[config.mk]
export PLATFORM = sky130hd
export DESIGN_NAME = power_mode_and_lp_osc_calibration
export DESIGN_NICKNAME = d
export VERILOG_FILES = /design/src/common/pmc_pkg.sv /design/src/verilog/power_mode_and_lp_osc_calibration.sv
export VERILOG_INCLUDE_DIRS = /design/src /design/src/common
export SDC_FILE = /design/constraint.sdc
export NUM_CORES = 1
export LEC_CHECK = 0
export BUFFER_PORTS_ARGS = -buffer_cell sky130_fd_sc_hd__buf_2
export CORE_MARGIN = 5
export CORE_UTILIZATION = 50
export DETAILED_ROUTE_END_ITERATION = 12
export PLACE_DENSITY = 0.8
export SETUP_SLACK_MARGIN = 0.05
export SLEW_MARGIN = 20
export SYNTH_ARGS = -nofsm -noshare
export SYNTH_HDL_FRONTEND = slang
export SYNTH_SLANG_ARGS = --single-unit
[constraint.sdc]
create_clock -name clk -period 4.09 [get_ports clk]
set_clock_uncertainty 0.15 [all_clocks]
set_input_delay 0.818 -clock clk [delete_from_list [all_inputs] [get_ports clk]]
set_output_delay 0.818 -clock clk [all_outputs]
set_load 0.1 [all_outputs]
[src/common/pmc_map.svh]
// Register offsets, field positions, reset values and counts of the block.
`ifndef PMC_MAP_SVH
`define PMC_MAP_SVH

// ****************************************************
// Register byte addresses
// ****************************************************
`define PMC_ADDR_POWER_MODE 32'hFFFF0408
`define PMC_ADDR_LP_TRIM 32'hFFFF042C
`define PMC_ADDR_CAL_CONTROL 32'hFFFF0440
`define PMC_ADDR_CAL_STATUS 32'hFFFF0444
`define PMC_ADDR_REF_COUNT 32'hFFFF0448
`define PMC_ADDR_LP_COUNT 32'hFFFF044C

// ****************************************************
// Power mode control fields and reset
// ****************************************************
`define PMC_POW_DIV_LSB 0
`define PMC_POW_CORE 3
`define PMC_POW_PERIPH 4
`define PMC_POW_PLL 5
`define PMC_POW_XTAL 6
`define PMC_POW_PREC 7
`define PMC_POW_RESET 8'h79

// ****************************************************
// Trim and calibration control fields and reset
// ****************************************************
`define PMC_TRIM_RESET 4'h8
`define PMC_CAL_ENABLE 0
`define PMC_CAL_CLR_REF 1
`define PMC_CAL_CLR_LP 2
`define PMC_CAL_RESET 3
`define PMC_CAL_SOURCE 4
`define PMC_CAL_CTL_RESET 5'h00

// ****************************************************
// Calibration counts
// ****************************************************
`define PMC_REF_FULL 9'h1FF
`define PMC_LP_FULL 10'h3FF
`define PMC_LP_PRESCALE_LAST 2'h3

`endif

[src/common/pmc_pkg.sv]
// Types shared by the power mode and calibration block.
package pmc_pkg;

  // Calibration sequencer states, Gray coded along the run.
  typedef enum logic [1:0]
  {
    CAL_IDLE = 2'h0,
    CAL_ENABLE = 2'h1,
    CAL_COUNT = 2'h3,
    CAL_FINISH = 2'h2
  } cal_state_t;

  // Status codes reported to software.
  typedef enum logic [1:0]
  {
    STAT_IDLE = 2'h0,
    STAT_ENABLE = 2'h1,
    STAT_COUNT = 2'h2,
    STAT_FINISH = 2'h3
  } cal_status_t;

endpackage : pmc_pkg

[src/verilog/power_mode_and_lp_osc_calibration.sv]
// Power mode control, core clock divider and low power oscillator calibration.
//
// What this block does
// - Divider code 0..7 divides the PLL rate by 1 up to 128.
// - Clearing bit 3 powers down the core; reset and wake set it.
// - Bit 4 clears only with bit 3 in the same write; wake sets it.
// - Bit 5 clears only with bits 3, 4 and 5; reset and wake set it.
// - LIN wake detection stays alive; wake timer may run on LP osc.
// - Peripheral power-down covers SRAM, flash, GPIO, SPI and UART.
// - PLL power-down stops PLL-clocked timers; the wake timer then runs only on LP osc.
// - Bit 6 enables the crystal circuitry when set.
// - Bit 7 with the high voltage enable powers precision input.
// - A 9-bit reference counter runs on precision osc or crystal.
// - A 10-bit counter runs on LP osc, direct or divided by four.
// - Low trim nibble is user trim; larger value lowers frequency.
// - Reference reaching 0x1FF stops and holds both counters.
// - Control bit 4 picks crystal when set, precision when clear.
// - Control bit 3 resets both counters and disables calibration.
// - Control bit 2 clears LP counter, bit 1 clears reference.
// - Control bit 0 starts a run; clearing it aborts the run.
// - A run lasts 511 reference ticks, about 4 ms or 16 ms.
// - Status gives two-bit state and an in-progress flag.
//
// Register access over Wishbone was decided locally.
`include "pmc_map.svh"

module power_mode_and_lp_osc_calibration
(
  // Clock and reset.
  input wire logic clk,
  input wire logic reset,
  // Wishbone classic slave.
  input wire logic cyc_i,
  input wire logic stb_i,
  input wire logic we_i,
  input wire logic [31:0] adr_i,
  input wire logic [3:0] sel_i,
  input wire logic [31:0] dat_i,
  output logic [31:0] dat_o,
  output logic ack_o,
  // Clock ticks, one cycle each, and wake sources.
  input wire logic pll_tick,
  input wire logic precision_osc_tick,
  input wire logic crystal_tick,
  input wire logic lp_osc_tick,
  input wire logic wake_event,
  input wire logic precision_osc_hv_enable,
  input wire logic wakeup_timer_on_lp_osc,
  // Power and clock controls.
  output logic core_clock_enable,
  output logic core_power_on,
  output logic periph_power_on,
  output logic pll_power_on,
  output logic xtal_power_on,
  output logic precision_input_on,
  output logic lin_wake_detect_on,
  output logic wakeup_timer_run,
  output logic pll_timer_run,
  output logic [3:0] lp_osc_trim
);

  // ****************************************************
  // State
  // ****************************************************

  // All registered state of the block.
  typedef struct packed
  {
    logic [7:0] power;
    logic [3:0] trim;
    logic [4:0] control;
    pmc_pkg::cal_state_t state;
    logic busy;
    logic [8:0] ref_count;
    logic [9:0] lp_count;
    logic [1:0] lp_prescale;
    logic [6:0] div_count;
    logic core_en;
    logic ack;
    logic [31:0] rdata;
    logic prec_on;
    logic wake_timer;
    logic pll_timer;
    logic lin_wake;
  } state_t;

  state_t cur;
  state_t next_cur;

  // ****************************************************
  // Bus decode
  // ****************************************************

  logic access;
  logic write;
  logic [2:0] divider;
  logic [6:0] div_mask;
  logic ref_tick;
  logic lp_tick;
  logic start;
  pmc_pkg::cal_status_t status_code;

  // A request is served once; ack drops the cycle after it rises.
  assign access = cyc_i && stb_i && !cur.ack;
  assign write = access && we_i && sel_i[0];
  assign divider = cur.power[`PMC_POW_DIV_LSB +: 3];

  // Low divider bits; all ones marks the last PLL tick of a period.
  // power of two
  assign div_mask = 7'((8'h01 << divider) - 8'h01);

  assign ref_tick = cur.control[`PMC_CAL_SOURCE] ? crystal_tick
                                                 : precision_osc_tick;

  assign lp_tick = lp_osc_tick && (!cur.control[`PMC_CAL_SOURCE] ||
                   cur.lp_prescale == `PMC_LP_PRESCALE_LAST);

  assign start = write && adr_i == `PMC_ADDR_CAL_CONTROL &&
                 dat_i[`PMC_CAL_ENABLE];

  // Maps the sequencer state onto the code software reads.
  always_comb
  begin
    unique case (cur.state)
      pmc_pkg::CAL_IDLE: status_code = pmc_pkg::STAT_IDLE;
      pmc_pkg::CAL_ENABLE: status_code = pmc_pkg::STAT_ENABLE;
      pmc_pkg::CAL_COUNT: status_code = pmc_pkg::STAT_COUNT;
      pmc_pkg::CAL_FINISH: status_code = pmc_pkg::STAT_FINISH;
    endcase
  end

  // ****************************************************
  // Next state
  // ****************************************************

  // Computes every next value of the block in one pass.
  always_comb
  begin
    next_cur = cur;
    next_cur.ack = access;
    next_cur.rdata = 32'h00000000;

    // Read data; unmapped addresses answer with zero.
    if (access && !we_i)
    begin
      unique case (adr_i)
        `PMC_ADDR_POWER_MODE: next_cur.rdata = {24'h000000, cur.power};
        `PMC_ADDR_LP_TRIM: next_cur.rdata = {28'h0000000, cur.trim};
        `PMC_ADDR_CAL_CONTROL:
          next_cur.rdata = {27'h0000000, cur.control};
        `PMC_ADDR_CAL_STATUS:
          next_cur.rdata = {28'h0000000, status_code,
                            cur.control[`PMC_CAL_ENABLE], cur.busy};
        `PMC_ADDR_REF_COUNT: next_cur.rdata = {23'h000000, cur.ref_count};
        `PMC_ADDR_LP_COUNT: next_cur.rdata = {22'h000000, cur.lp_count};
        default: next_cur.rdata = 32'h00000000;
      endcase
    end

    // Power mode write, with the power-down ordering enforced.
    if (write && adr_i == `PMC_ADDR_POWER_MODE)
    begin
      next_cur.power = dat_i[7:0];
      next_cur.power[`PMC_POW_PERIPH] = dat_i[`PMC_POW_PERIPH] ||
                                        dat_i[`PMC_POW_CORE];
      next_cur.power[`PMC_POW_PLL] = dat_i[`PMC_POW_PLL] ||
                                     dat_i[`PMC_POW_PERIPH] ||
                                     dat_i[`PMC_POW_CORE];
    end

    // A wake event wins over a write in the same cycle.
    if (wake_event)
    begin
      next_cur.power[`PMC_POW_CORE] = 1'b1;
      next_cur.power[`PMC_POW_PERIPH] = 1'b1;
      next_cur.power[`PMC_POW_PLL] = 1'b1;
    end

    if (write && adr_i == `PMC_ADDR_LP_TRIM)
    begin
      next_cur.trim = dat_i[3:0];
    end

    // Calibration control write; reserved bits are dropped.
    if (write && adr_i == `PMC_ADDR_CAL_CONTROL)
    begin
      next_cur.control = dat_i[4:0];
    end

    // Core clock divider runs only while core and PLL are powered.
    next_cur.core_en = 1'b0;
    if (!cur.power[`PMC_POW_CORE] || !cur.power[`PMC_POW_PLL])
    begin
      next_cur.div_count = 7'h00;
    end
    else if (pll_tick)
    begin
      if ((cur.div_count & div_mask) == div_mask)
      begin
        next_cur.core_en = 1'b1;
        next_cur.div_count = 7'h00;
      end
      else
      begin
        next_cur.div_count = 7'(cur.div_count + 7'h01);
      end
    end

    // Free running; a run restarts it so every run starts in one phase.
    // Divide-by-four stage for the LP oscillator ticks.
    if (lp_osc_tick)
    begin
      next_cur.lp_prescale = 2'(cur.lp_prescale + 2'h1);
    end

    // Calibration sequencer.
    unique case (cur.state)
      pmc_pkg::CAL_IDLE:
      begin
        if (start)
        begin
          next_cur.state = pmc_pkg::CAL_ENABLE;
          next_cur.busy = 1'b1;
        end
      end
      pmc_pkg::CAL_ENABLE:
      begin
        // Fresh counts for every run.
        next_cur.ref_count = 9'h000;
        next_cur.lp_count = 10'h000;
        next_cur.lp_prescale = 2'h0;
        next_cur.state = pmc_pkg::CAL_COUNT;
      end
      pmc_pkg::CAL_COUNT:
      begin
        if (ref_tick)
        begin
          next_cur.ref_count = 9'(cur.ref_count + 9'h001);
        end
        if (lp_tick && cur.lp_count != `PMC_LP_FULL)
        begin
          next_cur.lp_count = 10'(cur.lp_count + 10'h001);
        end
        if (ref_tick && cur.ref_count == 9'(`PMC_REF_FULL - 9'h001))
        begin
          next_cur.state = pmc_pkg::CAL_FINISH;
        end
      end
      pmc_pkg::CAL_FINISH:
      begin
        next_cur.busy = 1'b0;
        next_cur.state = pmc_pkg::CAL_IDLE;
      end
    endcase

    // An abort leaves the counts where they stopped, for software to read.
    // abort on clear
    if (!cur.control[`PMC_CAL_ENABLE] && cur.state != pmc_pkg::CAL_IDLE &&
        cur.state != pmc_pkg::CAL_FINISH)
    begin
      next_cur.state = pmc_pkg::CAL_IDLE;
      next_cur.busy = 1'b0;
    end

    if (cur.control[`PMC_CAL_CLR_LP])
    begin
      next_cur.lp_count = 10'h000;
    end
    if (cur.control[`PMC_CAL_CLR_REF])
    begin
      next_cur.ref_count = 9'h000;
    end

    // A start written in the same cycle wins over the stale reset level.
    // calibration reset
    if (cur.control[`PMC_CAL_RESET] && !start)
    begin
      next_cur.ref_count = 9'h000;
      next_cur.lp_count = 10'h000;
      next_cur.state = pmc_pkg::CAL_IDLE;
      next_cur.busy = 1'b0;
    end

    next_cur.prec_on = next_cur.power[`PMC_POW_PREC] &&
                       precision_osc_hv_enable;

    next_cur.wake_timer = next_cur.power[`PMC_POW_PERIPH] ||
                          wakeup_timer_on_lp_osc;

    next_cur.pll_timer = next_cur.power[`PMC_POW_PLL];

    next_cur.lin_wake = 1'b1;
  end

  // ****************************************************
  // Registers
  // ****************************************************

  // Registers the whole state; reset loads documented defaults.
  always_ff @(posedge clk)
  begin
    if (reset)
    begin
      cur.power <= `PMC_POW_RESET;
      cur.trim <= `PMC_TRIM_RESET;
      cur.control <= `PMC_CAL_CTL_RESET;
      cur.state <= pmc_pkg::CAL_IDLE;
      cur.busy <= 1'b0;
      cur.ref_count <= 9'h000;
      cur.lp_count <= 10'h000;
      cur.lp_prescale <= 2'h0;
      cur.div_count <= 7'h00;
      cur.core_en <= 1'b0;
      cur.ack <= 1'b0;
      cur.rdata <= 32'h00000000;
      cur.prec_on <= 1'b0;
      cur.wake_timer <= 1'b1;
      cur.pll_timer <= 1'b1;
      cur.lin_wake <= 1'b1;
    end
    else
    begin
      cur <= next_cur;
    end
  end

  // ****************************************************
  // Outputs
  // ****************************************************

  // Every output is a field of the registered state.
  assign dat_o = cur.rdata;
  assign ack_o = cur.ack;
  assign core_clock_enable = cur.core_en;
  assign core_power_on = cur.power[`PMC_POW_CORE];
  assign periph_power_on = cur.power[`PMC_POW_PERIPH];
  assign pll_power_on = cur.power[`PMC_POW_PLL];
  assign xtal_power_on = cur.power[`PMC_POW_XTAL];
  assign precision_input_on = cur.prec_on;
  assign lin_wake_detect_on = cur.lin_wake;
  assign wakeup_timer_run = cur.wake_timer;
  assign pll_timer_run = cur.pll_timer;
  assign lp_osc_trim = cur.trim;

endmodule : power_mode_and_lp_osc_calibration

### Word-level counts from Yosys, hierarchy flattened

Cells that the tools add are included.

| operators by class | value |
|---|---|
| shift-type cells | 1 |
| add/subtract/negate cells | 5 |
| bitwise gates (word level) | 3 |
| mux-type cells | 14 |
| equality and inequality tests | 18 |
| reduce and logical (&&, ||, !) cells | 45 |

Operator list:

| cell | count |
|---|---|
| equality test 32 bit, second input constant | 6 |
| one-hot mux 10 bit (6 select lines) | 1 |
| one-hot mux 19 bit (2 select lines) | 1 |
| logical AND 1 bit | 16 |
| one-hot mux 2 bit (4 select lines) | 2 |
| OR reduction 3 bit | 4 |
| adder 10 x 1 -> 10 bit, second input constant | 1 |
| 2-to-1 mux 10 bit | 1 |
| != test 10 bit, second input constant | 1 |
| != test 2 bit, second input constant | 5 |
| adder 9 x 1 -> 9 bit, second input constant | 1 |
| equality test 9 bit, second input constant | 1 |
| 2-to-1 mux 9 bit | 1 |
| 2-to-1 mux 8 bit | 1 |
| AND reduction 2 bit | 4 |
| OR reduction 2 bit | 4 |
| adder 7 x 1 -> 7 bit, second input constant | 1 |
| bitwise AND 7 bit | 1 |
| equality test 7 bit | 1 |
| zero test 1 bit | 7 |
| 2-to-1 mux 7 bit | 1 |
| left shift 1 x 3 -> 7 bit, first input constant | 1 |
| subtractor 7 x 1 -> 7 bit, second input constant | 1 |
| equality test 2 bit, second input constant | 3 |
| 10 further kinds | 20 |

| word-level totals | value |
|---|---|
| bits of input ports | 80 |
| flip-flop bits (word level) | 86 |
| output and inout port bits | 46 |
| word-level logic and storage cells | 104 |

### Logic depth before layout (Yosys ltp)

| depth | value |
|---|---|
| depth after elaboration | 9 |
| depth in mapped cells | 9 |
| mapped depth without buffers | 8 |

### Worst setup path after synthesis

Ideal clock, no wire load.

| timing path | value |
|---|---|
| kind | input-to-reg |
| start | input port adr_i[13] |
| end | register cur (netlist bit dat_o[3]) |
| stages | 6 |
| path buffers | 1 |
| path slack | 1.287 ns |
| required time | 3.870 ns |
| arrival | 2.583 ns |
| library setup time | 0.070 ns |
| cell sequence | or4b_4 > nor4_4 > and2_1 > or4b_1 > buf_2 > a21oi_1 |

| between the ends | value |
|---|---|
| longest elaborated chain between the ends | 2 |
| elaborated cells between the ends (all ways) | 7 |
| classes of those cells | eq/ne (6); mux (1) |

Ends and longest elaborated chain:

| item | RTL line | source |
|---|---|---|
| from (decl) | power_mode_and_lp_osc_calibration.sv:36 | `input wire logic [31:0] adr_i,` |
| equality test 32 bit | power_mode_and_lp_osc_calibration.sv:146 | `unique case (adr_i)` |
| one-hot mux 10 bit (6 select lines) * | power_mode_and_lp_osc_calibration.sv:146 |  |
| to (signal assigned) | power_mode_and_lp_osc_calibration.sv:323 | `cur <= next_cur;` |
| to (decl) | power_mode_and_lp_osc_calibration.sv:87 | `state_t cur;` |

Mark *: on every way between the ends. The rest lies on a longest branch, timed or not.
A chain may end at the register's enable or synchronous reset.

### Final worst setup path

| timing path | value |
|---|---|
| start | input port adr_i[13] |
| end | register cur (netlist bit dat_o[1]) |

Same word-level chain as after synthesis.

==> results.py <==
metrics = {
    "pwr": {
        "vdd_drop_max_uv": 256,
        "power.leakage_nw": 1.63,
        "p_sw_share_pct": 27.9,
        "combPwrFrac_pct": 14.4,
        "total_power_w": 0.00146,
        "switching_power_w": 0.000406,
        "power_frac_seq_pct": 42.4,
        "pwr-share-clk_pct": 43.2,
        "powerDensity_mw_per_mm2": 360,
        "intPower_w": 0.00105,
    },
    "worst_setup_path": {
        "cp.required_ns": 4.21,
        "cp-end-kind": "flop",
        "worstReg2RegStart": "cur[79]$_SDFFE_PP0N_",
        "crit_family": "simple AND/OR/NAND/NOR gates",
        "cp_data_arrival_time_ns": 3.13,
        "crit_buf_inv": 1,
        "worstSetupStartpointType": "input pin",
        "path_class": "in2reg",
        "rrSetupSlack_ns": 1.78,
        "path_cells": "buf_2 > or4b_4 > nor4_4 > and2_1 > or4b_1 > a21oi_1",
        "r2r-end": "cur[40]$_SDFFE_PP0P_",
        "cpPeakStageDelay_ns": 0.65,
        "worstRegToRegCells": 7,
        "critPathMaxFanout": 13,
        "crit_slowest_cell": "or4b_1",
    },
    "clocking": {
        "root_buffer": "clkbuf_8",
        "cts-hold-fix-buffers": 0,
        "clkLatencyLatePin_ns": 0.35,
        "cts.sinks": 62,
        "clk_pin_slew_worst_paths_ns": 0.06,
        "clk_path_buf_depth": 2,
        "htree_num_levels": 3,
        "cts_tree": "done",
        "cts_setup_buffers": 0,
        "cts_resized": 0,
        "cts_buffers": 9,
    },
    "layout": {
        "multi_input_area_mm2": 0.00204,
        "final_layout_size_suffix_gt1_share_pct": 22.2,
        "seq_area_mm2": 0.00124,
        "syn2layout_area_growth_pct": 13.0,
        "fill_cells": 635,
        "final_common_cell": "buf_2",
        "fin_util_pct": 59.0,
        "nets": 575,
        "design_area_mm2": 0.00405,
        "mostFrequentLayoutCells": "buf_2, dfxtp_1, nor2_1",
        "antenna_cells": 0,
    },
    "floorplanning": {
        "io_pins": 126,
        "die_x_um": 94.7,
        "die_h_um": 94.7,
        "start_util_pct": 52.2,
        "core_region_area_mm2": 0.00687,
        "die_area_mm2": 0.00897,
        "rows": 30,
    },
    "detailed_routing": {
        "wirelength_um": 8800,
        "dr.pass1.iters": 5,
        "drc_errors": 0,
        "drt-initial-drc-count": 210,
        "vias": 3264,
        "antenna_left": 0,
        "vias_per_cell": 5.57,
        "wl_per_cell_um": 15.0,
    },
    "synthesis": {
        "synthCells": 432,
        "synth_area_mm2": 0.00359,
        "ys_seq_area_share_pct": 34.6,
        "ys.flop_type": "dfxtp_1",
        "synth_edf_count": 0,
        "async_reset_ff_share_pct": 0,
        "avgSynthCellArea_um2": 8.30,
        "synth_cell_types": 55,
        "yosysWarnings": 0,
        "synth_seq_cells": 62,
    },
    "placement": {
        "place_congestion": 0.886,
        "port-buffer-count": 75,
        "hpwl_um": 6630,
        "place_area_mm2": 0.00382,
    },
    "global_routing": {
        "antenna_found_initial": 0,
        "grt_pass1_wl_um": 14400,
        "grt_pass1_vias": 3112,
        "grt_overflow_total": 0,
        "grt_max_degree": 24,
        "grt_util_all_layers_pct": 20.5,
    },
    "outcome": {
        "outcome": "completed",
    },
    "min_path": {
        "holdPathEnd": "lp_osc_trim[1]$_SDFFE_PP0P_",
        "holdCritPathClass": "reg2reg",
        "hold_path_depth": 2,
        "hold_start": "lp_osc_trim[1]$_SDFFE_PP0P_",
    },
    "timing": {
        "slew_viol_final": 0,
        "finalSetupViolCount": 0,
        "timing.setup.tns_ns": 0,
        "post-route-period-util_pct": 73.5,
        "final-hold-violation-count": 0,
        "fin_worst_hold_slack_ns": 0.332,
        "fmax_mhz": 333,
        "rsz0062_at_grt": "false",
        "slew_headroom_pct": 62.4,
        "worst_slew_pin_slew_ns": 0.559,
        "fin_crit_ns": 3.01,
    },
    "flow_run": {
        "maxCapViolCount": 0,
    },
}
==> registers in the layout (all words and copies together) (netlist names) <==
name and flops:
ack_o 1, core_clock_enable 1, core_power_on 1, cur 40, dat_o 10, lp_osc_trim 4
periph_power_on 1, pll_power_on 1, precision_input_on 1, wakeup_timer_run 1, xtal_power_on 1
==> through the flow <==
step	instances	setup slack [ns]
after floorplan	453	1.29
after CTS	586	1.10
after detailed placement	570	0.757
after global placement	570	0.783
after global routing	586	0.868
final	586	1.08
==> metal layers <==
metal  global-route usage (%)  share of wire [%]
met1                     25.0                 42
met2                     33.5                 48
met3                     5.26                7.4
met4                     10.2                2.6
met5                        0                  0
==> power groups by stage <==
stage / clock, W / sequential, W / combinational (W)
2_1_floorplan: 0 / 0.000636 / 0.000173
3_3_place_gp: 0 / 0.000631 / 0.000204
3_5_place_dp: 0 / 0.000631 / 0.000208
4_1_cts: 0.000639 / 0.000618 / 0.000209
5_1_grt: 0.000668 / 0.000619 / 0.000225
6_report: 0.000630 / 0.000618 / 0.000210
==> final cells by class <==
type	instances	area share, %
timing repair buffer	77	9.63
tap	96	2.96
clock buffer	13	4.17
sequential	62	30.6
inverter	8	0.741
clock inverter	3	1.61
multi-input combinational	327	50.3
==> synth_stat cells (all sizes together) (3+ instances only) <==
cell type / instances / area (µm²)
or3: 4 / 25.0
a31oi: 6 / 37.5
dfxtp: 62 / 1240
and2: 6 / 37.5
xor2: 7 / 61.3
and4: 4 / 35.0
mux2: 6 / 67.6
or4b: 5 / 53.8
a22o: 4 / 35.0
o21ai: 10 / 50.0
nor2: 49 / 184
a21oi: 23 / 115
and3: 4 / 25.0
a211o: 3 / 26.3
buf: 42 / 304
nand4: 9 / 56.3
nand4b: 4 / 35.0
nor3: 12 / 60.1
nor2b: 5 / 31.3
clkbuf: 14 / 52.6
mux2i: 14 / 140
inv: 8 / 30.0
nor3b: 3 / 22.5
nand2b: 3 / 18.8
a211oi: 3 / 22.5
a22oi: 8 / 60.1
nand2: 36 / 135
nand3b: 5 / 37.5
xnor2: 5 / 43.8
nor4: 4 / 55.1
nand3: 26 / 130
or2: 4 / 25.0
ha: 10 / 125
==> worst min-delay path, delay by kind of cell (launching register included) <==
family             cells  cell delay, ns
DFF                    1            0.33
and+or+nand+nor        1            0.06
AOI/OAI and AO/OA      1            0.05
==> kinds of logic (layout without fill, tap and decap cells) <==
kind of cell    Yosys count  count (layout)  share of synthesized area, %
mux                      21              21                          6.42
compound gates           74              74                          13.7
simple gates            187             187                          27.9
xor+xnor                 12              12                          2.93
fa+ha+maj                10              10                          3.49
other cells               2              23                         0.209
flops                    62              62                          34.6
buf+inv                  64             101                          10.8
==> worst max-delay path by stage <==
stage	from	to	slack (ns)	cells past startpoint
after floorplan	adr_i[13]	dat_o[3]$_SDFF_PP0_	1.29	6
final	adr_i[13]	dat_o[1]$_SDFF_PP0_	1.08	6
after global placement	adr_i[13]	dat_o[2]$_SDFF_PP0_	0.78	6
after detailed placement	adr_i[13]	dat_o[1]$_SDFF_PP0_	0.76	6
after global routing	adr_i[13]	dat_o[2]$_SDFF_PP0_	0.87	6
after CTS	adr_i[13]	dat_o[1]$_SDFF_PP0_	1.10	6
(Power assumes the default switching activity.)
